### src/rtl/dws_consts.svh
// Purpose: Shared constants for the converter two-wire link.
// Assumes: Included by both ends and by the wire-level property checker.
// Notes: Timing values are in ns; mclk runs at 125 MHz (8 ns period).
`ifndef DWS_CONSTS_SVH
`define DWS_CONSTS_SVH

`define DWS_BCAST_ADDR 7'h48
`define DWS_MCODE_TOP 5'h01
`define DWS_DATA_RESET 16'h0000
`define DWS_PD_HI_BIT 15
`define DWS_PD_LO_BIT 14
`define DWS_CODE_MSB 11
`define DWS_BIT_LAST 4'h7
`define DWS_BIT_ACK 4'h8
`define DWS_CLK_PERIOD_NS 8
`define DWS_SF_HALF_NS 1250
`define DWS_HS_HALF_NS 150

`endif

### src/rtl/dws_pkg.sv
// Purpose: Types shared by both ends of the converter link.
// Assumes: Constants come from dws_consts.svh.
// Notes: Holds enumerations only.
package dws_pkg;
    typedef enum logic [2:0] {
        DWS_S_IDLE = 3'b000,
        DWS_S_ADDR = 3'b001,
        DWS_S_WR = 3'b010,
        DWS_S_RD = 3'b011,
        DWS_S_IGN = 3'b100
    } dws_dev_state_t;
    typedef enum logic [3:0] {
        DWS_M_IDLE = 4'h0,
        DWS_M_START = 4'h1,
        DWS_M_LOW = 4'h2,
        DWS_M_HIGH = 4'h3,
        DWS_M_STOP_A = 4'h4,
        DWS_M_STOP_B = 4'h5,
        DWS_M_RS_A = 4'h6,
        DWS_M_RS_B = 4'h7,
        DWS_M_DONE = 4'h8
    } dws_host_state_t;
endpackage

### src/rtl/dws_if.sv
// Purpose: Two-wire bus between the converter end and the master end.
// Assumes: Pull-up resolution is done by the bench from the enables.
// Notes: Enables are low while a party pulls its line low.
`timescale 1ns/1ps
interface dws_if;
    logic scl_in;
    logic sda_in;
    logic dev_sda_out;
    logic dev_sda_oe_n;
    logic host_scl_out;
    logic host_scl_oe_n;
    logic host_sda_out;
    logic host_sda_oe_n;
    modport device (input scl_in, input sda_in, output dev_sda_out, output dev_sda_oe_n);
    modport host (input scl_in, input sda_in, output host_scl_out, output host_scl_oe_n,
        output host_sda_out, output host_sda_oe_n);
endinterface

### src/rtl/dws_device.sv
// Purpose: Slave end of the converter two-wire link with its data register.
// Assumes: Bus lines are asynchronous and pass two flip-flops first.
// Notes: Speed class changes no sampling; it is reported as a status output.
`timescale 1ns/1ps
`include "dws_consts.svh"

// Contract
// - Code is unsigned 0..4095, output code over 4096.
// - Serves standard-fast and high-speed classes alike.
// - Send zero by pulling low, one by release.
// - Acknowledge own address, release on mismatch.
// - Acknowledge every fully received write byte.
// - Master acknowledges reads, nacks last, then stops.
// - Start is data falling while clock high.
// - Repeated start keeps speed, then address follows.
// - Stop is data rising while clock high.
// - Address plus direction, then device answers.
// - Write sends high byte then low byte.
// - Low byte acknowledged loads register, updates output.
// - Further byte pairs accepted until stop or restart.
// - Read returns high byte then low byte.
// - Master code answered with not-acknowledge.
// - Master raises speed and restarts after code.
// - High speed persists across restarts until stop.
// - Any stop returns to standard-fast class.
// - Also answers broadcast address 1001000.
// - Strap address locks on first direct match.
// - Register and output zero after reset.
// - Power-down bits stop output, word stays readable.
module dws_device
    import dws_pkg::*;
#(
    parameter logic [6:0] STRAP_BASE = 7'h0C
) (
    input wire logic mclk,
    input wire logic resetn,
    dws_if.device bus,
    input wire logic [1:0] address_strap_a,
    input wire logic [1:0] address_strap_b,
    output logic [11:0] conv_code,
    output logic power_down_select_hi,
    output logic power_down_select_lo,
    output logic powered_down,
    output logic hs_active,
    output logic addr_locked
);
    logic scl_m_r, scl_s_r, scl_d_r, sda_m_r, sda_s_r, sda_d_r;
    logic scl_rise, scl_fall, start_ev, stop_ev;
    dws_dev_state_t state_r;
    logic [3:0] bit_r;
    logic [7:0] shift_r;
    logic low_half_r, mcode_r, drive_low_r, pend_low_r;
    logic [15:0] data_r;
    logic [7:0] hi_hold_r;
    logic [6:0] own_addr_r;

    // ************************************************************
    // Input synchronisers and condition detection.
    // ************************************************************
    always_ff @(posedge mclk) begin
        if (!resetn) begin
            {scl_m_r, scl_s_r, scl_d_r} <= 3'h7;
            {sda_m_r, sda_s_r, sda_d_r} <= 3'h7;
        end else begin
            scl_m_r <= bus.scl_in;
            scl_s_r <= scl_m_r;
            scl_d_r <= scl_s_r;
            sda_m_r <= bus.sda_in;
            sda_s_r <= sda_m_r;
            sda_d_r <= sda_s_r;
        end
    end
    assign scl_rise = scl_s_r && !scl_d_r;
    assign scl_fall = !scl_s_r && scl_d_r;
    assign start_ev = scl_s_r && scl_d_r && sda_d_r && !sda_s_r;
    assign stop_ev = scl_s_r && scl_d_r && !sda_d_r && sda_s_r;

    function automatic logic addr_hit(input logic [6:0] a, input logic [6:0] own);
        addr_hit = (a == own) || (a == `DWS_BCAST_ADDR);
    endfunction

    // ************************************************************
    // Protocol state machine.
    // ************************************************************
    logic [7:0] rx_byte;
    assign rx_byte = {shift_r[6:0], sda_s_r};

    always_ff @(posedge mclk) begin
        if (!resetn) begin
            state_r <= DWS_S_IDLE;
            bit_r <= 4'h0;
            shift_r <= 8'h00;
            low_half_r <= 1'b0;
            pend_low_r <= 1'b0;
            hi_hold_r <= 8'h00;
        end else if (start_ev) begin
            state_r <= DWS_S_ADDR;
            bit_r <= 4'h0;
            low_half_r <= 1'b0;
            pend_low_r <= 1'b0;
        end else if (stop_ev) begin
            state_r <= DWS_S_IDLE;
        end else if (scl_rise && state_r != DWS_S_IDLE && state_r != DWS_S_IGN) begin
            if (bit_r <= `DWS_BIT_LAST) begin
                shift_r <= rx_byte;
                bit_r <= bit_r + 4'h1;
            end else begin
                bit_r <= 4'h0;
                case (state_r)
                    DWS_S_ADDR: begin
                        if (!mcode_r && addr_hit(shift_r[7:1], own_addr_r)) begin
                            state_r <= shift_r[0] ? DWS_S_RD : DWS_S_WR;
                        end else begin
                            state_r <= DWS_S_IGN;
                        end
                    end
                    DWS_S_WR: begin
                        if (!low_half_r) begin
                            hi_hold_r <= shift_r;
                        end
                        pend_low_r <= low_half_r;
                        low_half_r <= !low_half_r;
                    end
                    DWS_S_RD: begin
                        if (sda_s_r || low_half_r) begin
                            state_r <= DWS_S_IGN;
                        end
                        low_half_r <= 1'b1;
                    end
                    default: state_r <= DWS_S_IGN;
                endcase
            end
        end else if (pend_low_r) begin
            pend_low_r <= 1'b0;
        end
    end

    // Master code is recognised in the address slot and never acknowledged.
    always_ff @(posedge mclk) begin
        if (!resetn) begin
            mcode_r <= 1'b0;
        end else if (state_r == DWS_S_ADDR && bit_r == `DWS_BIT_LAST && scl_rise) begin
            mcode_r <= (rx_byte[7:3] == `DWS_MCODE_TOP);
        end
    end

    // ************************************************************
    // Speed class and address lock.
    // ************************************************************
    always_ff @(posedge mclk) begin
        if (!resetn) begin
            hs_active <= 1'b0;
        end else if (stop_ev) begin
            hs_active <= 1'b0;
        end else if (start_ev && mcode_r && state_r == DWS_S_IGN) begin
            hs_active <= 1'b1;
        end
    end

    always_ff @(posedge mclk) begin
        if (!resetn) begin
            addr_locked <= 1'b0;
            own_addr_r <= STRAP_BASE;
        end else if (!addr_locked) begin
            own_addr_r <= STRAP_BASE ^ {2'b00, address_strap_b, 1'b0, address_strap_a};
            if (state_r == DWS_S_ADDR && bit_r == `DWS_BIT_ACK && scl_rise
                && shift_r[7:1] == own_addr_r && !mcode_r) begin
                addr_locked <= 1'b1;
            end
        end
    end

    // ************************************************************
    // Data register and converter outputs.
    // ************************************************************
    always_ff @(posedge mclk) begin
        if (!resetn) begin
            data_r <= `DWS_DATA_RESET;
        end else if (pend_low_r) begin
            data_r <= {hi_hold_r, shift_r};
        end
    end

    always_ff @(posedge mclk) begin
        if (!resetn) begin
            conv_code <= 12'h000;
            power_down_select_hi <= 1'b0;
            power_down_select_lo <= 1'b0;
            powered_down <= 1'b0;
        end else begin
            power_down_select_hi <= data_r[`DWS_PD_HI_BIT];
            power_down_select_lo <= data_r[`DWS_PD_LO_BIT];
            powered_down <= data_r[`DWS_PD_HI_BIT] | data_r[`DWS_PD_LO_BIT];
            conv_code <= (data_r[`DWS_PD_HI_BIT] | data_r[`DWS_PD_LO_BIT])
                ? 12'h000 : data_r[`DWS_CODE_MSB:0];
        end
    end

    // ************************************************************
    // Data line driver, updated after a clock fall and released on start or stop.
    // ************************************************************
    logic [15:0] rd_word;
    assign rd_word = data_r;
    always_ff @(posedge mclk) begin
        if (!resetn || start_ev || stop_ev) begin
            drive_low_r <= 1'b0;
        end else if (scl_fall) begin
            drive_low_r <= 1'b0;
            if (bit_r == `DWS_BIT_ACK) begin
                case (state_r)
                    DWS_S_ADDR: drive_low_r <= !mcode_r && addr_hit(shift_r[7:1], own_addr_r);
                    DWS_S_WR: drive_low_r <= 1'b1;
                    default: drive_low_r <= 1'b0;
                endcase
            end else if (state_r == DWS_S_RD) begin
                drive_low_r <= !rd_word[{!low_half_r, 3'h7 - bit_r[2:0]}];
            end
        end
    end
    assign bus.dev_sda_out = 1'b0;
    assign bus.dev_sda_oe_n = !drive_low_r;
endmodule

### src/flat_wrapper.sv
// flat-port wrapper written by rule: the top's interface ports become plain ports
module dws_device_flat import dws_pkg::*;
#(
    parameter logic [6:0] STRAP_BASE = 7'h0C
)
  (mclk, resetn, address_strap_a, address_strap_b, conv_code, power_down_select_hi, power_down_select_lo, powered_down, hs_active, addr_locked, bus_scl_in, bus_sda_in, bus_dev_sda_out, bus_dev_sda_oe_n);
  dws_if bus_i ();
  input wire logic mclk;
  input wire logic resetn;
  input wire logic [1:0] address_strap_a;
  input wire logic [1:0] address_strap_b;
  output logic [11:0] conv_code;
  output logic power_down_select_hi;
  output logic power_down_select_lo;
  output logic powered_down;
  output logic hs_active;
  output logic addr_locked;
  input wire logic [$bits(bus_i.scl_in)-1:0] bus_scl_in;
  input wire logic [$bits(bus_i.sda_in)-1:0] bus_sda_in;
  output wire logic [$bits(bus_i.dev_sda_out)-1:0] bus_dev_sda_out;
  output wire logic [$bits(bus_i.dev_sda_oe_n)-1:0] bus_dev_sda_oe_n;
  assign bus_i.scl_in = bus_scl_in;
  assign bus_i.sda_in = bus_sda_in;
  assign bus_dev_sda_out = bus_i.dev_sda_out;
  assign bus_dev_sda_oe_n = bus_i.dev_sda_oe_n;
  dws_device #(.STRAP_BASE(STRAP_BASE)) u_core (.mclk(mclk), .resetn(resetn), .bus(bus_i), .address_strap_a(address_strap_a), .address_strap_b(address_strap_b), .conv_code(conv_code), .power_down_select_hi(power_down_select_hi), .power_down_select_lo(power_down_select_lo), .powered_down(powered_down), .hs_active(hs_active), .addr_locked(addr_locked));
endmodule
### config.mk
export PLATFORM = sky130hd
export DESIGN_NAME = dws_device_flat
export DESIGN_NICKNAME = d
export VERILOG_FILES = /design/src/rtl/dws_pkg.sv /design/src/rtl/dws_if.sv /design/src/rtl/dws_device.sv /design/src/flat_wrapper.sv
export VERILOG_INCLUDE_DIRS = /design/src /design/src/rtl
export SDC_FILE = /design/constraint.sdc
export NUM_CORES = 1
export LEC_CHECK = 0
export BUFFER_PORTS_ARGS = -buffer_cell sky130_fd_sc_hd__buf_2
export CORE_UTILIZATION = 63
export CTS_CLUSTER_SIZE = 12
export DETAILED_ROUTE_END_ITERATION = 10
export PLACE_DENSITY = 0.83
export SYNTH_ARGS = -nofsm -noshare
export SYNTH_HDL_FRONTEND = slang
export SYNTH_SLANG_ARGS = --single-unit
### constraint.sdc
create_clock -name mclk -period 3.7 [get_ports mclk]
set_input_delay 0.74 -clock mclk [delete_from_list [all_inputs] [get_ports mclk]]
set_output_delay 0.74 -clock mclk [all_outputs]
set_load 0.05 [all_outputs]
Word level (Yosys, flattened, before mapping)

Index checks and enable logic that the tools add are counted.

Equality and inequality tests: 16
Bitwise operators: 8
$lt $le $gt $ge: 2
Muxes and demuxes: 20
Reductions and logical operators: 45
Add/sub/neg operators: 2

Operators with widths:

| operator                                                    | count |
|---|---|
| logical AND 1 bit                                           | 18 |
| AND reduction 4 bit                                         | 4 |
| two-way mux 1 bit                                           | 13 |
| zero test 1 bit                                             | 9 |
| case mux 3 bit (3 select lines)                             | 1 |
| == test 7 x 5 -> 1 bit                                      | 1 |
| == test 7 bit (second input constant)                       | 1 |
| == test 3 x 2 -> 1 bit (second input constant)              | 2 |
| two-way mux 3 bit                                           | 2 |
| != test 3 x 1 -> 1 bit (second input constant)              | 2 |
| NOT 1 bit                                                   | 6 |
| AND reduction 6 bit                                         | 1 |
| nonzero test 3 bit                                          | 2 |
| OR reduction 2 bit                                          | 3 |
| == test 5 x 1 -> 1 bit (second input constant)              | 1 |
| less-than comparator 4 x 5 -> 1 bit (second input constant) | 1 |
| adder 4 x 1 -> 4 bit (second input constant)                | 1 |
| binary-select mux 1 bit (select 4 bit)                      | 1 |
| == test 4 x 3 -> 1 bit (second input constant)              | 1 |
| == test 4 bit (second input constant)                       | 1 |
| <= comparator 4 x 3 -> 1 bit (second input constant)        | 1 |
| logical OR 1 bit                                            | 4 |
| two-way mux 4 bit                                           | 1 |
| != test 2 bit (second input constant)                       | 2 |
| other kinds (13)                                            | 14 |

Bits of input ports: 8
Word-level logic and storage cells: 116
Bits in registers: 71
Output and inout bits: 19

Longest topological paths before layout

Gate-level depths: netlist (run 1).

Depth after elaboration: 9
Depth in mapped cells: 7
Mapped depth without buffers: 6

Worst setup path after synthesis (run 1)

No wires, ideal clock.

Path type: register -> register
Start point: register u_core.bit_r[0]
End point: register u_core.drive_low_r
Path buffers: 1
Arrival time: 1739 ps
Data required time: 3630 ps
Stages on the path, launching flop included: 6
Slack: 1891 ps
Setup time: 70 ps
Period minus slack after synthesis: 1809 ps
Cell sequence: dfxtp_1 -> buf_6 -> mux4_1 -> mux2_2 -> a2111o_1 -> o2bb2ai_1

Longest elaborated chain between the ends: 6
Elaborated cells on any way between the ends: 7
Those cells by class: 1 x add/sub; 1 x eq/ne; 4 x mux; 1 x reduce/logical

RTL lines:

| what                                    | line              | text |
|---|---|---|
| start: declaration                      | dws_device.sv:50  | `logic [3:0] bit_r;` |
| start signal: assignment                | dws_device.sv:106 | `bit_r <= bit_r + 4'h1;` |
| subtractor 3 bit                        | dws_device.sv:216 | `drive_low_r <= !rd_word[{!low_half_r, 3'h7 - bit_r[2:0]}];` |
| binary-select mux 1 bit (select 4 bit)  | dws_device.sv:216 |  |
| two-way mux 1 bit (implied by the code) | dws_device.sv:216 |  |
| zero test 1 bit                         | dws_device.sv:216 |  |
| two-way mux 1 bit                       | dws_device.sv:215 | `end else if (state_r == DWS_S_RD) begin` |
| two-way mux 1 bit (*)                   | dws_device.sv:209 | `` if (bit_r == `DWS_BIT_ACK) begin `` |
| end signal: assignment                  | dws_device.sv:211 | `DWS_S_ADDR: drive_low_r <= !mcode_r && addr_hit(shift_r[7:1], own_addr_r);` |
| end signal: assignment                  | dws_device.sv:216 |  |
| end: declaration                        | dws_device.sv:52  | `logic low_half_r, mcode_r, drive_low_r, pend_low_r;` |

Mark *: on every way between the ends. The rest lies on a longest branch, timed or not. The select of a mux whose other input is x is not followed.
A chain may end at the register's enable or synchronous reset.

Worst setup path in the final report (run 1)

Start point: register u_core.state_r[1]
End point: register u_core.hi_hold_r[1]

Longest elaborated chain between the ends: 4
Elaborated cells on any way between the ends: 6
Those cells by class: 2 x eq/ne; 4 x reduce/logical

RTL lines:

| what                              | line              | text |
|---|---|---|
| start: declaration                | dws_device.sv:49  | `dws_dev_state_t state_r;` |
| start signal: assignment          | dws_device.sv:112 | `state_r <= shift_r[0] ? DWS_S_RD : DWS_S_WR;` |
| nonzero test 3 bit                | dws_device.sv:103 | `end else if (scl_rise && state_r != DWS_S_IDLE && state_r != DWS_S_IGN) begin` |
| logical AND 1 bit (2 in series)   | dws_device.sv:103 |  |
| AND reduction 6 bit (no line) (*) | --                |  |
| end signal: assignment            | dws_device.sv:119 | `hi_hold_r <= shift_r;` |
| end: declaration                  | dws_device.sv:54  | `logic [7:0] hi_hold_r;` |

Mark *: on every way between the ends. The rest lies on a longest branch, timed or not.

==> impl_metrics.json, run 1 <==
{
  "slew_viol_final": 0,
  "critPathArrivalTime_ns": 2.28,
  "fp-row-count": 24,
  "worstSkewPairLatency_ns": 0.35,
  "antennaDiodeCount": 0,
  "synthArstFlopShare": 0,
  "cts_buffers": 9,
  "via_per_inst": 5.790,
  "grtUsageTotal": 0.2517,
  "synth.cell_area_um2": 2994,
  "synth_edf_count": 0,
  "crit_type": "reg -> reg",
  "grt_pass1_vias": 1882,
  "cts_setup_buffers": 0,
  "grt_start_max_net_pins": 40,
  "dieArea_um2": 5032,
  "rsz0062_at_grt": "false",
  "hold_path.class": "reg -> reg",
  "holdBufCountCts": 0,
  "cap_viol_max_count": 0,
  "synth_top_area_cell": "dfxtp_1",
  "slowest_stage": "and4_1",
  "cts_resized": 0,
  "syn_avg_cell_area_um2": 10.08,
  "pin_count": 27,
  "cts_sinks": 70,
  "whs_ns": 0.4097,
  "final_antenna_net_count": 0,
  "power_density_nw_per_um2": 413.7,
  "synth.area.top_cells": "dfxtp_1 (47%), mux2i_1 (13%), nor2b_1 (8.4%), and2_1 (3.1%), mux4_1 (2.6%)",
  "grt_pass1_wl_um": 9446,
  "finalHoldViolCount": 0,
  "cts_max_path_buffers": 2,
  "fin_tns_setup_ns": 0,
  "ys_types": 46,
  "path_delay_family": "simple AND/OR/NAND/NOR gates",
  "die_x_um": 70.94,
  "crit_buf_inv": 0,
  "min_period_over_period": 0.5541,
  "drt_wl_total_um": 5888,
  "crit_fanout": 9,
  "yosys_warnings": 0,
  "root_buffer": "clkbuf_8",
  "slowest_delay_ns": 0.61,
  "synth.top_cell.area_share": 0.4680,
  "r2r_cells": 4,
  "grt_antenna_before_repair": 0,
  "hpwl_um": 3973,
  "path_cells": "nor3b_1 -> and4_1 -> mux2i_1 -> nor2b_1",
  "worst_pin_slew_ns": 0.9986,
  "min_path_cells": 1,
  "maxSlewHeadroom": 0.3170,
  "htreeDepth": 3,
  "irDropWorstVdd_mv": 0.3375,
  "clk_pin_slew_ns": 0.07,
  "drive_gt1_frac": 0.1438,
  "syn_inst": 297,
  "violations": "DRC",
  "cp.required_ns": 3.93,
  "drtIter0Drc": 149,
  "start_util": 0.6692,
  "fin_nets": 325,
  "area_growth_pct": 9.737,
  "gp_routability_congestion": 0.8485,
  "dr.pass1.iters": 7,
  "dieHeight_um": 70.94,
  "fmax_mhz": 487.8,
  "drc": 2,
  "vias": 2154,
  "synth_ff_type": "dfxtp_1",
  "ys_seq_elements": 70,
  "seq_area_frac_synth": 0.4680,
  "cp_num_cells": 4,
  "synth.net_count": 307,
  "wl_per_cell_um": 15.83,
  "worstSetupStartpointType": "register",
  "io_buffer_count": 25,
  "p_leak_nw": 1.168,
  "critPathCaptureType": "register",
  "finClkSkew_ns": 0.009084,
  "coreArea_um2": 4474,
  "cts_tree": "built",
  "period_needed_ns": 2.050,
  "grt.overflow.total": 0,
  "finalSetupViolations": 0,
  "status": "finished with violations"
}
## cell usage after synthesis, types with 5 or more instances
| library cell | instances |
|---|---|
| dfxtp_1 | 70 |
| o21a_1 | 5 |
| and2_1 | 15 |
| nand2b_1 | 11 |
| nor3b_1 | 5 |
| mux2i_1 | 38 |
| xnor2_1 | 5 |
| o21ai_0 | 12 |
| nand3_1 | 8 |
| inv_1 | 8 |
| nor2_1 | 8 |
| clkbuf_1 | 15 |
| nor2b_1 | 40 |
| a21oi_1 | 7 |
## final timing paths
path	start	to	slack, ns
max reg2reg	u_core.state_r[1]$_SDFFE_PP0P_	u_core.hi_hold_r[1]$_SDFFE_PN0P_	1.65
min	u_core.sda_m_r$_SDFF_PN1_	u_core.sda_s_r$_SDFF_PN1_	0.41
max	u_core.state_r[1]$_SDFFE_PP0P_	u_core.hi_hold_r[1]$_SDFFE_PN0P_	1.65
min reg2reg	u_core.sda_m_r$_SDFF_PN1_	u_core.sda_s_r$_SDFF_PN1_	0.41
## stage by stage
| stage | power (mW) | setup WS (ns) | cells | area, um2 | utilization |
|---|---|---|---|---|---|
| finish | 1.359 | 1.650 | 372 | 3286 | 0.7343 |
| global route | 1.414 | 1.500 | 372 | 3286 | 0.7343 |
| CTS | 1.370 | 1.693 | 372 | 3286 | 0.7343 |
| detailed placement | 0.8318 | 1.614 | 356 | 3109 | 0.6949 |
| global placement | 0.8310 | 1.634 | 356 | 3109 | 0.6949 |
| floorplan | 0.8205 | 1.891 | 297 | 2994 | - |
## registers in the layout, summed over array words and instances, names as in the netlist, 3 cells and up
name and flops:
u_core.conv_code 12, u_core.own_addr_r 4, u_core.shift_r 8, u_core.bit_r 4, u_core.data_r 16, u_core.hi_hold_r 8, u_core.state_r 3
## routing by layer
layer,routed length (um),GRT usage,vias to the layer above,share of wire
met4,137,0.09556,0,0.023
met5,0,0,-,0
met2,2603,0.3697,79,0.44
li1,-,-,1063,-
met1,2782,0.3361,999,0.47
met3,364,0.09829,13,0.062
## cell usage in the layout, fill, tap and decap left out, drive strengths merged, types with 2 or more instances in the layout
cell type	Yosys	final
a21oi	7	7
mux2i	38	38
a41oi	2	2
clkinv	0	4
mux2	2	2
and2	15	15
o2bb2ai	2	2
clkbuf	15	11
ha	2	2
xnor2	5	5
nand3b	2	2
nor3	4	4
nand2	4	4
mux4	3	3
nor4b	2	2
nor2	8	8
inv	8	8
nand4	2	2
dfxtp	70	70
a31oi	2	2
nand3	8	8
nand2b	11	11
nor3b	5	5
o21ai	12	12
buf	5	27
o21a	5	5
nor2b	40	40
## report_power, final
part / leakage [nW] / total (mW) / switching [mW] / internal [mW]
sequential: 0.566 / 0.767 / 0.00746 / 0.759
combinational: 0.512 / 0.0480 / 0.0269 / 0.0211
clock: 0.0893 / 0.545 / 0.283 / 0.261
## layout make-up
type,count,area [um2]
Clock buffer,11,141.4
Clock inverter,5,35.03
Fill cell,336,1189
Inverter,8,30.03
Multi-Input combinational cell,199,1473
Sequential cell,70,1401
Tap cell,52,65.06
Timing Repair Buffer,27,140.1
## cells by family after synthesis
kind of cell | Yosys count | share of synthesized area
muxes | 43 | 0.1609
DFF | 70 | 0.4680
other | 1 | 0.001252
buffers and inverters | 28 | 0.04012
adders and majority gates | 2 | 0.008356
AOI/OAI and AO/OA | 39 | 0.08526
xor gates and xnor gates | 5 | 0.01463
and+or+nand+nor | 109 | 0.2215
No activity file was read; power rests on OpenSTA's default activity.
==> run 2: changes to the inputs <==
--- a/config.mk
+++ b/config.mk
@@ -7,10 +7,10 @@
 export NUM_CORES = 1
 export LEC_CHECK = 0
 export BUFFER_PORTS_ARGS = -buffer_cell sky130_fd_sc_hd__buf_2
-export CORE_UTILIZATION = 63
+export CORE_UTILIZATION = 58
 export CTS_CLUSTER_SIZE = 12
 export DETAILED_ROUTE_END_ITERATION = 10
-export PLACE_DENSITY = 0.83
+export PLACE_DENSITY = 0.77
 export SYNTH_ARGS = -nofsm -noshare
 export SYNTH_HDL_FRONTEND = slang
 export SYNTH_SLANG_ARGS = --single-unit
==> constraint.sdc (replaced) <==
create_clock -name mclk -period 1.9 [get_ports mclk]
set_input_delay 0.38 -clock mclk [delete_from_list [all_inputs] [get_ports mclk]]
set_output_delay 0.38 -clock mclk [all_outputs]
set_load 0.05 [all_outputs]
==> impl_metrics.json, run 2 (synthesized netlist as in run 1, its figures left out) <==
{
  "status": "finished clean",
  "fill_cells": 391,
  "crit_fanout": 3,
  "crit_buf_inv": 0,
  "worst_pin_slew_ns": 0.5375,
  "drive_gt1_frac": 0.1667,
  "place_area_um2": 3203,
  "start_util": 0.6175,
  "layout_common_cells": "dfxtp_1 (70), nor2b_1 (40), mux2i_1 (38)",
  "coreArea_um2": 4848,
  "gp_routability_congestion": 0.8895,
  "worstSetupStartpointType": "register",
  "finalHoldViolCount": 0,
  "cap_viol_max_count": 0,
  "cts_sinks": 70,
  "io_buffer_count": 25,
  "finalSetupViolations": 0,
  "critPathArrivalTime_ns": 2.10,
  "grt.overflow.total": 0,
  "grt_start_max_net_pins": 20,
  "largest_reg_flops": 16,
  "die_x_um": 73.85,
  "wl_per_cell_um": 14.85,
  "cts_buffers": 9,
  "holdBufCountCts": 0,
  "crit_type": "reg -> reg",
  "htreeDepth": 3,
  "vias": 2169,
  "slowest_delay_ns": 0.56,
  "period_needed_ns": 1.824,
  "maxSlewHeadroom": 0.6403,
  "fin_nets": 335,
  "dr.pass1.iters": 4,
  "multiInputGateArea_um2": 1473,
  "drc": 0,
  "clk_pin_slew_ns": 0.07,
  "cts_max_path_buffers": 2,
  "dieArea_um2": 5454,
  "path_delay_family": "multiplexers",
  "slew_viol_final": 0,
  "top_regs": "u_core.data_r (16), u_core.conv_code (12)",
  "final_antenna_net_count": 0,
  "cts_tree": "built",
  "rsz0062_at_grt": "false",
  "min_period_over_period": 0.9601,
  "layout_commonest_cell": "dfxtp_1",
  "slowest_stage": "mux4_1",
  "root_buffer": "clkbuf_8",
  "fmax_mhz": 548.2,
  "regArea_um2": 1401,
  "worstSkewPairLatency_ns": 0.34,
  "grt_pass1_wl_um": 9570,
  "hold_path.class": "in -> reg",
  "pin_count": 27,
  "antennaDiodeCount": 0,
  "critPathCaptureType": "register",
  "fin_area_um2": 3418,
  "cts_resized": 0,
  "grt_antenna_before_repair": 0,
  "irDropWorstVdd_mv": 0.7077,
  "hpwl_um": 4138,
  "power_density_nw_per_um2": 847.1,
  "fin_tns_setup_ns": 0,
  "grt_pass1_vias": 1973,
  "fp-row-count": 25,
  "dieHeight_um": 73.85,
  "cts_setup_buffers": 0,
  "via_per_inst": 5.463,
  "drt_wl_total_um": 5894,
  "cp.required_ns": 2.17,
  "area_growth_pct": 14.17,
  "finClkSkew_ns": 0.009506,
  "drtIter0Drc": 116,
  "grtUsageTotal": 0.2444,
  "p_leak_nw": 1.241,
  "regMostFlops": "u_core.data_r",
  "path_cells": "mux4_1 -> mux2_2 -> a2111o_1 -> o2bb2ai_1"
}
run 2: changes by cell type in the layout (fill, tap and decap cells not counted), sizes merged:
cell | previous run | this run
clkinvlp | 1 | 0
bufinv | 0 | 2
clkbuf | 11 | 12
clkinv | 4 | 2
buf | 27 | 37
run 2: routing by layer:
layer / wire (um) / up-vias / track usage
met1: 2937 / 1048 / 0.3259
met3: 183 / 10 / 0.06584
met2: 2674 / 31 / 0.3649
met5: 0 / - / 0
li1: - / 1080 / -
met4: 99 / 0 / 0.1197
run 2: layout make-up:
type                       instances  area share
multi-input combinational        199      0.4308
sequential                        70      0.4100
timing repair buffer              37     0.06296
clock buffer                      12     0.04246
tap                               67     0.02452
clock inverter                     4     0.02050
inverter                           8    0.008785
run 2: path summary, 6_finish.rpt:
check	slack [ns]	from	to	depth (start not counted)
setup / recovery	0.08	u_core.bit_r[0]$_SDFFE_PP0P_	u_core.drive_low_r$_SDFFE_PP0P_	4
hold / removal	0.22	bus_scl_in	u_core.scl_m_r$_SDFF_PN1_	2
setup reg to reg	0.08	u_core.bit_r[0]$_SDFFE_PP0P_	u_core.drive_low_r$_SDFFE_PP0P_	4
hold reg to reg	0.41	u_core.scl_m_r$_SDFF_PN1_	u_core.scl_s_r$_SDFF_PN1_	1
run 2: metrics by stage:
step / setup slack, ns / total power, mW / util / hold WS, ns / instances
after floorplan: 0.09117 / 1.598 / - / 0.3863 / 297
after global placement: 0.1253 / 1.627 / 0.6606 / 0.3876 / 381
after detailed placement: 0.09642 / 1.629 / 0.6606 / 0.3960 / 381
after CTS: 0.08317 / 2.928 / 0.7050 / 0.1938 / 397
after global routing: 0.01747 / 3.001 / 0.7050 / 0.2111 / 397
final: 0.07574 / 2.896 / 0.7050 / 0.2159 / 397
run 2: worst register-to-register path, stage by stage, from the launching register on:
cell	delay (ns)
dfxtp_1	0.38
mux4_1	0.56
mux2_2	0.28
a2111o_1	0.41
o2bb2ai_1	0.14
run 2: where the power goes:
part           switching, mW  internal, mW  leakage (nW)
clock                  0.528         0.772         0.110
sequential            0.0119          1.48         0.566
combinational         0.0581        0.0472         0.565
==> run 3: changes to the inputs <==
--- a/config.mk
+++ b/config.mk
@@ -7,10 +7,11 @@
 export NUM_CORES = 1
 export LEC_CHECK = 0
 export BUFFER_PORTS_ARGS = -buffer_cell sky130_fd_sc_hd__buf_2
-export CORE_UTILIZATION = 58
+export CORE_UTILIZATION = 53
 export CTS_CLUSTER_SIZE = 12
 export DETAILED_ROUTE_END_ITERATION = 10
-export PLACE_DENSITY = 0.77
+export PLACE_DENSITY = 0.74
+export SLEW_MARGIN = 20
 export SYNTH_ARGS = -nofsm -noshare
 export SYNTH_HDL_FRONTEND = slang
 export SYNTH_SLANG_ARGS = --single-unit
==> constraint.sdc (replaced) <==
create_clock -name mclk -period 1.5 [get_ports mclk]
set_input_delay 0.3 -clock mclk [delete_from_list [all_inputs] [get_ports mclk]]
set_output_delay 0.3 -clock mclk [all_outputs]
set_load 0.05 [all_outputs]
==> impl_metrics.json, run 3 (synthesized netlist as in run 1, its figures left out) <==
{
  "pin_count": 27,
  "top_regs": "u_core.data_r (16), u_core.conv_code (12)",
  "finalSetupViolations": 2,
  "finClkSkew_ns": 0.008447,
  "gp_routability_congestion": 0.9173,
  "crit_buf_inv": 0,
  "area_growth_pct": 24.70,
  "final_antenna_net_count": 0,
  "grt_start_max_net_pins": 19,
  "power_density_nw_per_um2": 967.9,
  "cts_sinks": 70,
  "holdCritStartpoint": "bus_scl_in",
  "worstSetupStartpointType": "register",
  "io_buffer_count": 25,
  "grt_pass1_vias": 2260,
  "cts_tree": "built",
  "rsz0062_at_grt": "true",
  "drtIter0Drc": 180,
  "root_buffer": "clkbuf_8",
  "vias": 2333,
  "layout_commonest_cell": "dfxtp_1",
  "crit_fanout": 3,
  "via_per_inst": 5.388,
  "cap_viol_max_count": 0,
  "cts_buffers": 9,
  "fp-row-count": 27,
  "met3_usage": 0.04762,
  "die_x_um": 77.16,
  "slowest_delay_ns": 0.49,
  "cts_max_path_buffers": 2,
  "place_area_um2": 3442,
  "dieHeight_um": 77.16,
  "htreeDepth": 3,
  "antennaDiodeCount": 0,
  "cp.required_ns": 1.78,
  "fill_cells": 444,
  "grtUsageTotal": 0.2430,
  "fin_nets": 366,
  "period_needed_ns": 1.715,
  "holdBufCountCts": 0,
  "layout_common_cells": "dfxtp_1 (65), buf_4 (40), mux2i_1 (38), nor2b_1 (38), buf_2 (25)",
  "whs_ns": 0.1296,
  "fin_area_um2": 3734,
  "clk_pin_slew_ns": 0.08,
  "min_path_cells": 2,
  "worst_pin_slew_ns": 0.5022,
  "drive_gt1_frac": 0.2909,
  "grt.met2_usage": 0.3867,
  "critPathCaptureType": "register",
  "finalHoldViolCount": 0,
  "r2r_cells": 4,
  "grt.overflow.total": 0,
  "slowest_stage": "mux4_2",
  "start_util": 0.5471,
  "dieArea_um2": 5954,
  "top_usage_layer": "met2",
  "worstSkewPairLatency_ns": 0.35,
  "status": "finished with violations",
  "critPathArrivalTime_ns": 2.00,
  "largest_reg_flops": 16,
  "met1_usage": 0.3045,
  "drt_wl_total_um": 6893,
  "wl_per_cell_um": 15.92,
  "slew_viol_final": 0,
  "regMostFlops": "u_core.data_r",
  "hold_end": "u_core.scl_m_r$_SDFF_PN1_",
  "r2r_setup_slack_ns": -0.21,
  "violations": "setup timing",
  "path_cells": "mux4_2 -> mux2_2 -> a2111o_1 -> o2bb2ai_2",
  "worst_slack_ns": -0.2146,
  "irDropWorstVdd_mv": 0.7988,
  "hpwl_um": 4584,
  "coreArea_um2": 5473,
  "maxSlewHeadroom": 0.6617,
  "crit_type": "reg -> reg",
  "p_leak_nw": 1.390,
  "grt_pass1_wl_um": 11020,
  "fmax_mhz": 583.2,
  "grt_antenna_before_repair": 0,
  "r2r-start": "u_core.bit_r[0]$_SDFFE_PP0P_",
  "min_period_over_period": 1.143,
  "hold_path.class": "in -> reg",
  "drc": 0,
  "reg2reg_to": "u_core.drive_low_r$_SDFFE_PP0P_",
  "dr.pass1.iters": 4,
  "path_delay_family": "multiplexers"
}
run 3: cell type report:
class / count / area [um2] / area share
clock buffer: 10 / 137.6 / 0.03686
tap: 72 / 90.09 / 0.02413
multi-input combinational: 199 / 1528 / 0.4092
timing repair buffer: 68 / 467.9 / 0.1253
inverter: 8 / 30.03 / 0.008043
clock inverter: 6 / 70.07 / 0.01877
sequential: 70 / 1410 / 0.3777
run 3: routing by layer:
| metal | share of wire | wire length (um) | up-vias |
|---|---|---|---|
| met4 | 0.030 | 206 | 0 |
| li1 | - | - | 1144 |
| met5 | 0 | 0 | - |
| met3 | 0.053 | 366 | 21 |
| met2 | 0.47 | 3219 | 72 |
| met1 | 0.45 | 3100 | 1096 |
run 3: how the worst max path moves through the flow:
stage          cells after the start  slack [ns]                         start                               to
2_1_floorplan                      5       -0.19  u_core.bit_r[0]$_SDFFE_PP0P_  u_core.drive_low_r$_SDFFE_PP0P_
3_3_place_gp                       4       -0.13  u_core.bit_r[0]$_SDFFE_PP0P_  u_core.drive_low_r$_SDFFE_PP0P_
3_5_place_dp                       4       -0.16  u_core.bit_r[0]$_SDFFE_PP0P_  u_core.drive_low_r$_SDFFE_PP0P_
4_1_cts                            4       -0.18  u_core.bit_r[0]$_SDFFE_PP0P_  u_core.drive_low_r$_SDFFE_PP0P_
5_1_grt                            4       -0.26  u_core.bit_r[0]$_SDFFE_PP0P_  u_core.drive_low_r$_SDFFE_PP0P_
6_report                           4       -0.21  u_core.bit_r[0]$_SDFFE_PP0P_  u_core.drive_low_r$_SDFFE_PP0P_
run 3: worst register-to-register path, cell delays in order (launching register included):
cell and delay (ns):
dfxtp_2 0.37, mux4_2 0.49, mux2_2 0.28, a2111o_1 0.39, o2bb2ai_2 0.13
run 3: power by group:
group          total, mW  internal [mW]  switching [mW]
clock network       1.57          0.821           0.746
registers           1.88           1.87          0.0101
logic              0.166         0.0749          0.0915
run 3: through the flow:
stage | worst slack, ns | utilization | std cells | power (mW) | TNS [ns]
global route | -0.2617 | 0.6822 | 433 | 3.714 | -0.4383
global placement | -0.1253 | 0.6289 | 414 | 2.076 | -0.2273
floorplan | -0.1861 | - | 297 | 2.029 | -0.2183
CTS | -0.1783 | 0.6715 | 431 | 3.629 | -0.2169
detailed placement | -0.1634 | 0.6289 | 414 | 2.077 | -0.3441
finish | -0.2146 | 0.6822 | 433 | 3.614 | -0.2834
run 3: timing repair:
item                       4_1_cts  5_1_grt
setup buffers                    1        2
setup endpoints to repair        4       23
pin swaps                        1        3
gates resized for setup          5       14
